### src/design/cao_pkg.sv
/*
  Constants shared by the common alarm and status block.
  Assumes a single 125 MHz clock and same-domain producers for all inputs.
*/
package cao_pkg;
  // ----------------------------------------
  // sizes
  // ----------------------------------------
  localparam int NUM_CH = 4;
  localparam int NUM_STR = 2;
  localparam int NUM_COMP = 4;
  localparam int NUM_DOUT = 8;
  localparam int DOUT_SEL_W = 3;
  localparam int VAL_W = 16;
  localparam int CH_ALM = 10;
  localparam int STR_ALM = 5;
  localparam int NUM_ALM = NUM_CH * CH_ALM + NUM_STR * STR_ALM;
  localparam int ALM_ID_W = 6;
  localparam int EN_W = 6;

  // ----------------------------------------
  // channel alarm positions
  // ----------------------------------------
  localparam int A_TIMEOUT = 0;
  localparam int A_HI = 1;
  localparam int A_UPPER_UPPER_LIMIT = 2;
  localparam int A_FAIL = 3;
  localparam int A_LO = 4;
  localparam int A_LOWER_LOWER_LIMIT = 5;
  localparam int A_OVER = 6;
  localparam int A_PIN_OVL = 7;
  localparam int A_POUT_OVL = 8;
  localparam int A_UNDER = 9;
  // limit enable positions
  localparam int EN_HI = 0;
  localparam int EN_UPPER_UPPER_LIMIT = 1;
  localparam int EN_LO = 2;
  localparam int EN_LOWER_LOWER_LIMIT = 3;
  localparam int EN_OVER = 4;
  localparam int EN_UNDER = 5;

  // ----------------------------------------
  // stream alarm positions
  // ----------------------------------------
  localparam int S_CRIT = 0;
  localparam int S_CUTOFF = 1;
  localparam int S_DP = 2;
  localparam int S_COMP = 3;
  localparam int S_CALC = 4;

  // ----------------------------------------
  // timing and thresholds
  // ----------------------------------------
  localparam int CLK_PERIOD_NS = 8;
  localparam int MS_NS = 1000000;
  localparam int CYC_PER_MS_DEF = MS_NS / CLK_PERIOD_NS;
  localparam logic [9:0] FLASH_HALF_MS = 10'h1f4;
  localparam logic [15:0] PULSE_IN_MAX_HZ = 16'h2ee0;
  localparam logic [31:0] PULSE_OUT_WINDOW_S = 32'h0000000a;
  localparam logic [7:0] PCT_FULL = 8'h64;
  localparam logic [7:0] CRIT_NUM = 8'h03;
  localparam logic [7:0] CRIT_DEN = 8'h02;
  localparam logic [VAL_W-1:0] FLOW_ZERO = 16'h0000;
  // composition in 0.01 % units
  localparam logic [17:0] COMP_SUM_MIN = 18'h0251c;
  localparam logic [17:0] COMP_SUM_MAX = 18'h02904;
  localparam logic [7:0] CALC_MAX_ITER = 8'h0a;

  // ----------------------------------------
  // log record kinds and sender states
  // ----------------------------------------
  typedef enum logic [1:0] {
    LOG_SET = 2'h1,
    LOG_ACK = 2'h2,
    LOG_CLR = 2'h3
  } cao_log_kind_t;

  typedef enum logic [0:0] {
    LOG_IDLE = 1'h0,
    LOG_BUSY = 1'h1
  } cao_log_state_t;
endpackage

### src/design/cao_chan_eval.sv
/*
  Alarm evaluator for one I/O channel: limits, scale, pulse and timeout.
  Assumes a one-cycle millisecond tick from the parent, same clock.
*/
`timescale 1ns/1ns
module cao_chan_eval (
  input wire logic ref_clk_i,
  input wire logic srst_i,
  input wire logic ms_tick_i,
  input wire logic [cao_pkg::VAL_W-1:0] value_i,
  input wire logic [cao_pkg::VAL_W-1:0] upper_limit_i,
  input wire logic [cao_pkg::VAL_W-1:0] upper_upper_limit_i,
  input wire logic [cao_pkg::VAL_W-1:0] lower_limit_i,
  input wire logic [cao_pkg::VAL_W-1:0] lower_lower_limit_i,
  input wire logic [cao_pkg::VAL_W-1:0] scale_hi_i,
  input wire logic [cao_pkg::VAL_W-1:0] scale_lo_i,
  input wire logic [cao_pkg::EN_W-1:0] limit_en_i,
  input wire logic fresh_i,
  input wire logic [15:0] timeout_ms_i,
  input wire logic read_fail_i,
  input wire logic [15:0] freq_hz_i,
  input wire logic [31:0] pulse_backlog_i,
  input wire logic [15:0] pulse_out_max_hz_i,
  output logic [cao_pkg::CH_ALM-1:0] alarm_o
);
  import cao_pkg::*;

  typedef struct packed {
    logic [15:0] age_ms;
    logic [CH_ALM-1:0] alm;
  } cao_chan_t;

  cao_chan_t s;
  cao_chan_t n;
  logic [31:0] pulse_cap;

  always_comb begin
    n = s;
    pulse_cap = pulse_out_max_hz_i * PULSE_OUT_WINDOW_S;
    if (fresh_i) begin
      n.age_ms = '0;
    end else if (ms_tick_i && s.age_ms != '1) begin
      n.age_ms = s.age_ms + 1'b1;
    end
    // zero timeout disables the check
    n.alm[A_TIMEOUT] = (timeout_ms_i != '0) && (s.age_ms >= timeout_ms_i);
    n.alm[A_HI] = limit_en_i[EN_HI] && (value_i > upper_limit_i);
    n.alm[A_UPPER_UPPER_LIMIT] = limit_en_i[EN_UPPER_UPPER_LIMIT] && (value_i > upper_upper_limit_i);
    n.alm[A_LO] = limit_en_i[EN_LO] && (value_i < lower_limit_i);
    n.alm[A_LOWER_LOWER_LIMIT] = limit_en_i[EN_LOWER_LOWER_LIMIT] && (value_i < lower_lower_limit_i);
    n.alm[A_OVER] = limit_en_i[EN_OVER] && (value_i > scale_hi_i);
    n.alm[A_UNDER] = limit_en_i[EN_UNDER] && (value_i < scale_lo_i);
    n.alm[A_PIN_OVL] = freq_hz_i > PULSE_IN_MAX_HZ;
    n.alm[A_POUT_OVL] = pulse_backlog_i > pulse_cap;
    n.alm[A_FAIL] = read_fail_i;
  end

  always_ff @(posedge ref_clk_i) begin
    if (srst_i) begin
      s <= '0;
    end else begin
      s <= n;
    end
  end

  assign alarm_o = s.alm;
endmodule

### src/design/cao_alarm_top.sv
/*
  Common alarm and status outputs: alarm aggregation, acknowledge,
  lamp flashing, alarm contact routing, run status and alarm logging.
  Assumes all inputs come from logic on ref_clk_i, and a log sink
  that takes records with a valid/ready handshake.
*/
`timescale 1ns/1ns
module cao_alarm_top #(
  parameter int CYC_PER_MS = cao_pkg::CYC_PER_MS_DEF
) (
  input wire logic ref_clk_i,
  input wire logic srst_i,
  input wire logic [cao_pkg::NUM_CH-1:0][cao_pkg::VAL_W-1:0] ch_value_i,
  input wire logic [cao_pkg::NUM_CH-1:0][cao_pkg::VAL_W-1:0] ch_upper_limit_i,
  input wire logic [cao_pkg::NUM_CH-1:0][cao_pkg::VAL_W-1:0] ch_upper_upper_limit_i,
  input wire logic [cao_pkg::NUM_CH-1:0][cao_pkg::VAL_W-1:0] ch_lower_limit_i,
  input wire logic [cao_pkg::NUM_CH-1:0][cao_pkg::VAL_W-1:0] ch_lower_lower_limit_i,
  input wire logic [cao_pkg::NUM_CH-1:0][cao_pkg::VAL_W-1:0] ch_scale_hi_i,
  input wire logic [cao_pkg::NUM_CH-1:0][cao_pkg::VAL_W-1:0] ch_scale_lo_i,
  input wire logic [cao_pkg::NUM_CH-1:0][cao_pkg::EN_W-1:0] ch_limit_en_i,
  input wire logic [cao_pkg::NUM_CH-1:0] ch_fresh_i,
  input wire logic [cao_pkg::NUM_CH-1:0][15:0] ch_timeout_ms_i,
  input wire logic [cao_pkg::NUM_CH-1:0] ch_read_fail_i,
  input wire logic [cao_pkg::NUM_CH-1:0][15:0] ch_freq_hz_i,
  input wire logic [cao_pkg::NUM_CH-1:0][31:0] ch_pulse_backlog_i,
  input wire logic [15:0] pulse_out_max_hz_i,
  input wire logic [cao_pkg::NUM_STR-1:0][cao_pkg::VAL_W-1:0] st_uncorrected_volume_flow_i,
  input wire logic [cao_pkg::NUM_STR-1:0][cao_pkg::VAL_W-1:0] st_max_flow_i,
  input wire logic [cao_pkg::NUM_STR-1:0][7:0] st_max_load_factor_i,
  input wire logic [cao_pkg::NUM_STR-1:0][cao_pkg::VAL_W-1:0] st_cutoff_flow_i,
  input wire logic [cao_pkg::NUM_STR-1:0][cao_pkg::VAL_W-1:0] st_differential_pressure_i,
  input wire logic [cao_pkg::NUM_STR-1:0][cao_pkg::VAL_W-1:0] st_dp_cutoff_i,
  input wire logic [cao_pkg::NUM_STR-1:0][cao_pkg::NUM_COMP-1:0][15:0] st_comp_i,
  input wire logic [cao_pkg::NUM_STR-1:0][7:0] st_iter_i,
  input wire logic [cao_pkg::NUM_STR-1:0] st_converged_i,
  input wire logic ack_i,
  input wire logic fault_i,
  input wire logic [cao_pkg::DOUT_SEL_W-1:0] alarm_out_sel_i,
  input wire logic alarm_out_nc_i,
  input wire logic [cao_pkg::NUM_DOUT-1:0] dout_user_i,
  input wire logic log_ready_i,
  output logic common_alarm_o,
  output logic alarm_led_o,
  output logic [cao_pkg::NUM_DOUT-1:0] dout_o,
  output logic run_led_o,
  output logic in_op_contact_o,
  output logic in_fault_contact_o,
  output logic log_valid_o,
  output logic [cao_pkg::ALM_ID_W-1:0] log_id_o,
  output logic [1:0] log_kind_o,
  output logic [cao_pkg::NUM_ALM-1:0] alarm_active_o,
  output logic [cao_pkg::NUM_ALM-1:0] alarm_unacked_o
);
  import cao_pkg::*;

  localparam int MS_W = $clog2(CYC_PER_MS);

  typedef struct packed {
    logic [MS_W-1:0] ms_cnt;
    logic [9:0] flash_cnt;
    logic flash_ph;
    logic [NUM_ALM-1:0] active;
    logic [NUM_ALM-1:0] unacked;
    logic [NUM_ALM-1:0] logged_act;
    logic [NUM_ALM-1:0] logged_ack;
    cao_log_state_t lstate;
    logic [ALM_ID_W-1:0] log_id;
    cao_log_kind_t log_kind;
    logic common;
    logic alarm_led;
    logic [NUM_DOUT-1:0] dout;
    logic run_led;
    logic in_op;
    logic in_fault;
  } cao_top_t;

  cao_top_t s;
  cao_top_t n;
  logic ms_tick;
  logic [NUM_CH-1:0][CH_ALM-1:0] ch_alm;
  logic [NUM_STR-1:0][STR_ALM-1:0] st_alm;
  logic [NUM_ALM-1:0] cond;
  logic [NUM_ALM-1:0] pend_set;
  logic [NUM_ALM-1:0] pend_ack;
  logic [NUM_ALM-1:0] pend_clr;
  logic found;
  logic [ALM_ID_W-1:0] found_id;
  cao_log_kind_t found_kind;
  logic any_act;
  logic any_unack;
  logic [17:0] comp_sum;
  logic [39:0] crit_lhs;
  logic [39:0] crit_rhs;

  // one shared millisecond tick keeps the channel timers in step
  assign ms_tick = (s.ms_cnt == MS_W'(CYC_PER_MS - 1));

  // ----------------------------------------
  // channel evaluators
  // ----------------------------------------
  for (genvar c = 0; c < NUM_CH; c++) begin : g_ch
    cao_chan_eval u_eval (
      .ref_clk_i(ref_clk_i),
      .srst_i(srst_i),
      .ms_tick_i(ms_tick),
      .value_i(ch_value_i[c]),
      .upper_limit_i(ch_upper_limit_i[c]),
      .upper_upper_limit_i(ch_upper_upper_limit_i[c]),
      .lower_limit_i(ch_lower_limit_i[c]),
      .lower_lower_limit_i(ch_lower_lower_limit_i[c]),
      .scale_hi_i(ch_scale_hi_i[c]),
      .scale_lo_i(ch_scale_lo_i[c]),
      .limit_en_i(ch_limit_en_i[c]),
      .fresh_i(ch_fresh_i[c]),
      .timeout_ms_i(ch_timeout_ms_i[c]),
      .read_fail_i(ch_read_fail_i[c]),
      .freq_hz_i(ch_freq_hz_i[c]),
      .pulse_backlog_i(ch_pulse_backlog_i[c]),
      .pulse_out_max_hz_i(pulse_out_max_hz_i),
      .alarm_o(ch_alm[c])
    );
  end

  // ----------------------------------------
  // stream checks
  // ----------------------------------------
  always_comb begin
    st_alm = '0;
    comp_sum = '0;
    crit_lhs = '0;
    crit_rhs = '0;
    for (int t = 0; t < NUM_STR; t++) begin
      // percent load, so scale both sides by 100 x 2
      // 40 bits so the three-way product never wraps
      crit_lhs = 40'(st_uncorrected_volume_flow_i[t]) * 40'(PCT_FULL) * 40'(CRIT_DEN);
      crit_rhs = 40'(CRIT_NUM) * 40'(st_max_load_factor_i[t]) * 40'(st_max_flow_i[t]);
      st_alm[t][S_CRIT] = crit_lhs > crit_rhs;
      st_alm[t][S_CUTOFF] = (st_uncorrected_volume_flow_i[t] > FLOW_ZERO)
        && (st_uncorrected_volume_flow_i[t] < st_cutoff_flow_i[t]);
      st_alm[t][S_DP] = st_differential_pressure_i[t] < st_dp_cutoff_i[t];
      comp_sum = '0;
      for (int k = 0; k < NUM_COMP; k++) begin
        comp_sum = comp_sum + 18'(st_comp_i[t][k]);
      end
      st_alm[t][S_COMP] = (comp_sum < COMP_SUM_MIN) || (comp_sum > COMP_SUM_MAX);
      st_alm[t][S_CALC] = !st_converged_i[t] && (st_iter_i[t] >= CALC_MAX_ITER);
    end
  end

  assign cond = {st_alm, ch_alm};

  // ----------------------------------------
  // log pending scan
  // ----------------------------------------
  always_comb begin
    pend_set = s.active & ~s.logged_act;
    pend_ack = s.active & ~s.unacked & s.logged_act & ~s.logged_ack;
    pend_clr = ~s.active & s.logged_act;
    found = 1'b0;
    found_id = '0;
    found_kind = LOG_SET;
    // lowest index wins; high numbers may wait under a storm
    for (int i = NUM_ALM - 1; i >= 0; i--) begin
      if (pend_set[i] || pend_ack[i] || pend_clr[i]) begin
        found = 1'b1;
        found_id = ALM_ID_W'(i);
        if (pend_clr[i]) begin
          found_kind = LOG_CLR;
        end else if (pend_set[i]) begin
          found_kind = LOG_SET;
        end else begin
          found_kind = LOG_ACK;
        end
      end
    end
  end

  // ----------------------------------------
  // next state
  // ----------------------------------------
  always_comb begin
    n = s;
    n.ms_cnt = ms_tick ? '0 : s.ms_cnt + 1'b1;
    // half period counted in milliseconds
    // free-running, so every alarm flashes in the same phase
    if (ms_tick) begin
      if (s.flash_cnt == FLASH_HALF_MS - 10'h001) begin
        n.flash_cnt = '0;
        n.flash_ph = ~s.flash_ph;
      end else begin
        n.flash_cnt = s.flash_cnt + 10'h001;
      end
    end
    // no latching: an alarm clears as soon as its cause goes
    n.active = cond;
    // new alarm beats a same-cycle acknowledge
    n.unacked = cond & ((cond & ~s.active) | (s.unacked & ~{NUM_ALM{ack_i}}));
    any_act = |n.active;
    any_unack = |n.unacked;
    n.common = any_act;
    n.alarm_led = any_unack ? n.flash_ph : any_act;
    for (int d = 0; d < NUM_DOUT; d++) begin
      if (alarm_out_sel_i == DOUT_SEL_W'(d)) begin
        // closed means 1; open on alarm, inverted when nc
        n.dout[d] = ~any_act ^ alarm_out_nc_i;
      end else begin
        n.dout[d] = dout_user_i[d];
      end
    end
    n.run_led = ~fault_i;
    n.in_op = ~fault_i;
    n.in_fault = fault_i;
    // one record at a time, held until taken
    case (s.lstate)
      LOG_IDLE: begin
        if (found) begin
          n.log_id = found_id;
          n.log_kind = found_kind;
          n.lstate = LOG_BUSY;
        end
      end
      LOG_BUSY: begin
        if (log_ready_i) begin
          n.lstate = LOG_IDLE;
          case (s.log_kind)
            LOG_SET: begin
              n.logged_act[s.log_id] = 1'b1;
              n.logged_ack[s.log_id] = 1'b0;
            end
            LOG_ACK: begin
              n.logged_ack[s.log_id] = 1'b1;
            end
            default: begin
              n.logged_act[s.log_id] = 1'b0;
              n.logged_ack[s.log_id] = 1'b0;
            end
          endcase
        end
      end
      default: begin
        n.lstate = LOG_IDLE;
      end
    endcase
  end

  // ----------------------------------------
  // state register
  // ----------------------------------------
  always_ff @(posedge ref_clk_i) begin
    if (srst_i) begin
      s <= '0;
    end else begin
      s <= n;
    end
  end

  // ----------------------------------------
  // outputs
  // ----------------------------------------
  // all registered, so contacts never see a decode glitch
  assign common_alarm_o = s.common;
  assign alarm_led_o = s.alarm_led;
  assign dout_o = s.dout;
  assign run_led_o = s.run_led;
  assign in_op_contact_o = s.in_op;
  assign in_fault_contact_o = s.in_fault;
  assign log_valid_o = (s.lstate == LOG_BUSY);
  assign log_id_o = s.log_id;
  assign log_kind_o = s.log_kind;
  assign alarm_active_o = s.active;
  assign alarm_unacked_o = s.unacked;
endmodule

### config.mk
export PLATFORM = sky130hd
export DESIGN_NAME = cao_alarm_top
export DESIGN_NICKNAME = d
export VERILOG_FILES = /design/src/design/cao_pkg.sv /design/src/design/cao_chan_eval.sv /design/src/design/cao_alarm_top.sv
export SDC_FILE = /design/constraint.sdc
export NUM_CORES = 2
export LEC_CHECK = 0
export BUFFER_PORTS_ARGS = -buffer_cell sky130_fd_sc_hd__buf_2
export CAP_MARGIN = 20
export CORE_AREA = 2 2 469 471
export DETAILED_ROUTE_END_ITERATION = 8
export DIE_AREA = 0 0 471 473
export PLACE_DENSITY_LB_ADDON = 0.15
export SKIP_CTS_REPAIR_TIMING = 1
export SLEW_MARGIN = 20
export SYNTH_ARGS = -nofsm -noshare
export SYNTH_HDL_FRONTEND = slang
export SYNTH_SLANG_ARGS = --single-unit
### constraint.sdc
create_clock -name ref_clk_i -period 8.2 [get_ports ref_clk_i]
set_input_delay 0 -clock ref_clk_i [delete_from_list [all_inputs] [get_ports ref_clk_i]]
set_output_delay 0 -clock ref_clk_i [all_outputs]
set_load 0.02 [all_outputs]
==> summary.txt <==
Status
  • Status: complete, but fails checks
  • Failing checks: negative hold slack

Global route
  • First-pass GRT wire length: 319000 um
  • Largest net degree at the start of global routing: 117
  • Overall fraction of global-route tracks in use: 0.189
  • Grt total ovfl: 0
  • Vias in the first global route: 50200
  • Initial antenna violation count: 61

Power and ir drop
  • VDD IR-drop max: 486 uV
  • Leakage Power: 33.4 nW
  • Pwr per Cell Area: 316 mW/mm2
  • Final Power: 20.4 mW

Layout
  • Syn-to-layout area delta: 25.7%
  • Nets@finish: 10100
  • Area of the multi-input gates: 0.0394 mm2
  • Register Area: 0.00707 mm2
  • Share of cells above drive strength 1: 0.213
  • Fill cells: 23800
  • Non-filler instance count after layout: 10500

Worst setup path
  • Crit path max-delay family: adder cells
  • WS Path Type: in -> reg
  • Worst EP required: 8680 ps
  • Most used cell, CP: fa_1
  • Critical path arrival: 8450 ps
  • Worst setup EP type: flip-flop
  • CP Buf/Inv Count: 8
  • CP max FO: 8
  • Critical-path top delay cell: fa_1
  • CP Launch Type: input pin
  • CP max stage delay: 550 ps

CTS
  • Clk_lat worst skew: 610 ps
  • CTS tree: done
  • Clock-pin slew on the worst setup and hold paths: 70 ps
  • H-Tree Depth: 2
  • Clock sink count: 353
  • Clk buf depth: 3
  • CTS root buffer: clkbuf_16
  • Num CTS Buffers: 42

Die
  • Initial core utilization: 0.235
  • Die height: 473 um
  • Die W: 471 um
  • Row count: 172
  • Core area: 0.218 mm2
  • DIE AREA: 0.223 mm2
  • I/O pins: 1213

STA
  • Fmax: 125 MHz
  • Tcrit/Tclk final: 0.972
  • Worst Max-Slew Pin Slew: 1160 ps
  • RSZ-0062 raised after global routing: yes
  • Hold_ws: -19.2 ps
  • Max_slew headroom: 0.228
  • Hold Vio Cnt, Final: 3
  • Setup violators final: 0
  • Max Slew Vio Count: 0
  • Final min period: 7970 ps
  • Clock skew: 38.9 ps

Synthesis
  • Synthesized Nets: 8773
  • Synth Area per Inst: 8.16 um2
  • Synth top area share: 0.265
  • Synth Instances: 6285
  • Seq/Total Area, Yosys: 0.138
  • Yosys top cell by area: ha_1
  • Asr flop ratio synth: 0
  • Primary FF master, synth: dfxtp_1
  • Post-synth EDFFs: 0
  • Synth cell types: 85
  • Number of synthesized register bits: 353
  • Netlist Area Pre-Place: 0.0513 mm2
  • Yosys warns: 0
  • Ranking of synthesized cells by area: ha_1, dfxtp_1, fa_1

Placement
  • Placed cells: 10300
  • Placed wire-length estimate: 190000 um
  • PortBufs: 1210
  • RD Place Congestion: 0.919

Flow run
  • Max Cap Violations: 0

Detailed routing
  • DRC viols: 0
  • DR iter-0 viols: 1970
  • Detailed-route wire length per cell: 20.7 um
  • Vias per Instance: 4.61
  • DR vias: 48600
  • DRT Pass-1 Iters: 5
  • Routed Antenna Nets: 0
  • Routed WL: 218000 um

Worst hold path
  • Hold WC Path Type: in -> reg
## through the flow
stage	util	setup WS (ps)	cell area [um2]	setup TNS, ps
3_5_place_dp	0.280	-1210	61200	-14400
3_3_place_gp	0.280	-1170	61200	-13760
2_1_floorplan	-	11.7	51400	0
5_1_grt	0.295	-185	64500	-1570
6_report	0.295	228	64500	0
4_1_cts	0.287	-654	62700	-6870
## layout by cell type, fill, tap and decap left out, drive strengths merged, types with 14 or more instances in the layout
cell and instances:
buf 1424, ha 1088, inv 1057, nand2 461, a21oi 362, dfxtp 353
fa 309, nor2 299, o21ai 246, a21o 242, and2 186, nand3 181
nor2b 115, dlygate4sd3 104, nand4 103, nor3 102, xor2 93, nand2b 87
xnor2 80, nor4 72, o21a 62, clkbuf 54, or3 49, nor4bb 43
a211oi 33, diode 31, o211ai 30, and3 29, a31oi 26, a22oi 24
a2111oi 23, mux2i 22, and4 17, o2111ai 16, a211o 16, o21bai 15
a221oi 14
## where the power goes
part | switching [mW] | internal (mW)
clock | 0.882 | 1.24
combinational | 8.51 | 7.93
sequential | 0.0735 | 1.76
## cell families after synthesis
family                   synth area share
buffers and inverters               0.105
XOR/XNOR                           0.0297
AND/OR/NAND/NOR                     0.182
multiplexers                      0.00473
adder cells (fa/ha/maj)             0.386
AO/OA/AOI/OAI                       0.155
flip-flops                          0.138
## worst register-to-register path: stages, from the launching register on
cell	delay [ps]
dfxtp_1	470
inv_1	130
a21o_1	200
a222oi_1	870
o211ai_1	450
nor3_1	290
nand4_1	350
a221o_1	440
a21oi_1	190
o2111ai_1	290
nor3_1	230
o21a_1	140
## synth_stat cells, types with 29 or more instances
cell,count
nor4_1,71
xor2_1,92
nand4_1,102
or3_1,49
nor2b_1,115
a21o_1,242
a211oi_1,31
nand3_1,181
and2_1,185
o211ai_1,29
buf_4,117
fa_1,309
nor2_1,298
nand2b_1,87
inv_1,1054
a21oi_1,361
nand2_1,461
dfxtp_1,353
xnor2_1,80
clkbuf_1,110
o21a_1,62
nor4bb_1,43
nor3_1,102
ha_1,1088
o21ai_0,246
## layout make-up
cell class	count	area share
sequential	353	0.110
inverter	1055	0.0614
clock buffer	52	0.0180
multi-input combinational	4622	0.612
timing repair buffer	1530	0.137
tap	2871	0.0557
antenna	31	0.00120
clock inverter	24	0.00545
## per-layer routing
metal | track usage | vias up | routed length, um
li1 | - | 23900 | -
met1 | 0.214 | 23300 | 87000
met2 | 0.364 | 1087 | 116000
met3 | 0.0250 | 239 | 8830
met4 | 0.0559 | 12 | 7000
met5 | 0 | - | 74
## final timing paths
kind                                         startpoint                        end  slack [ps]  cells past startpoint
worst min-delay path               ch_lower_limit_i[13]  g_ch[0].u_eval.alarm_o[4]         -20                      5
worst max-delay path            st_max_load_factor_i[9]                  dout_o[0]         230                     41
worst min register to register                flip-flop                  flip-flop         460                      2
worst max register to register        alarm_active_o[9]                alarm_led_o        4070                     11
(Power assumes the default switching activity.)
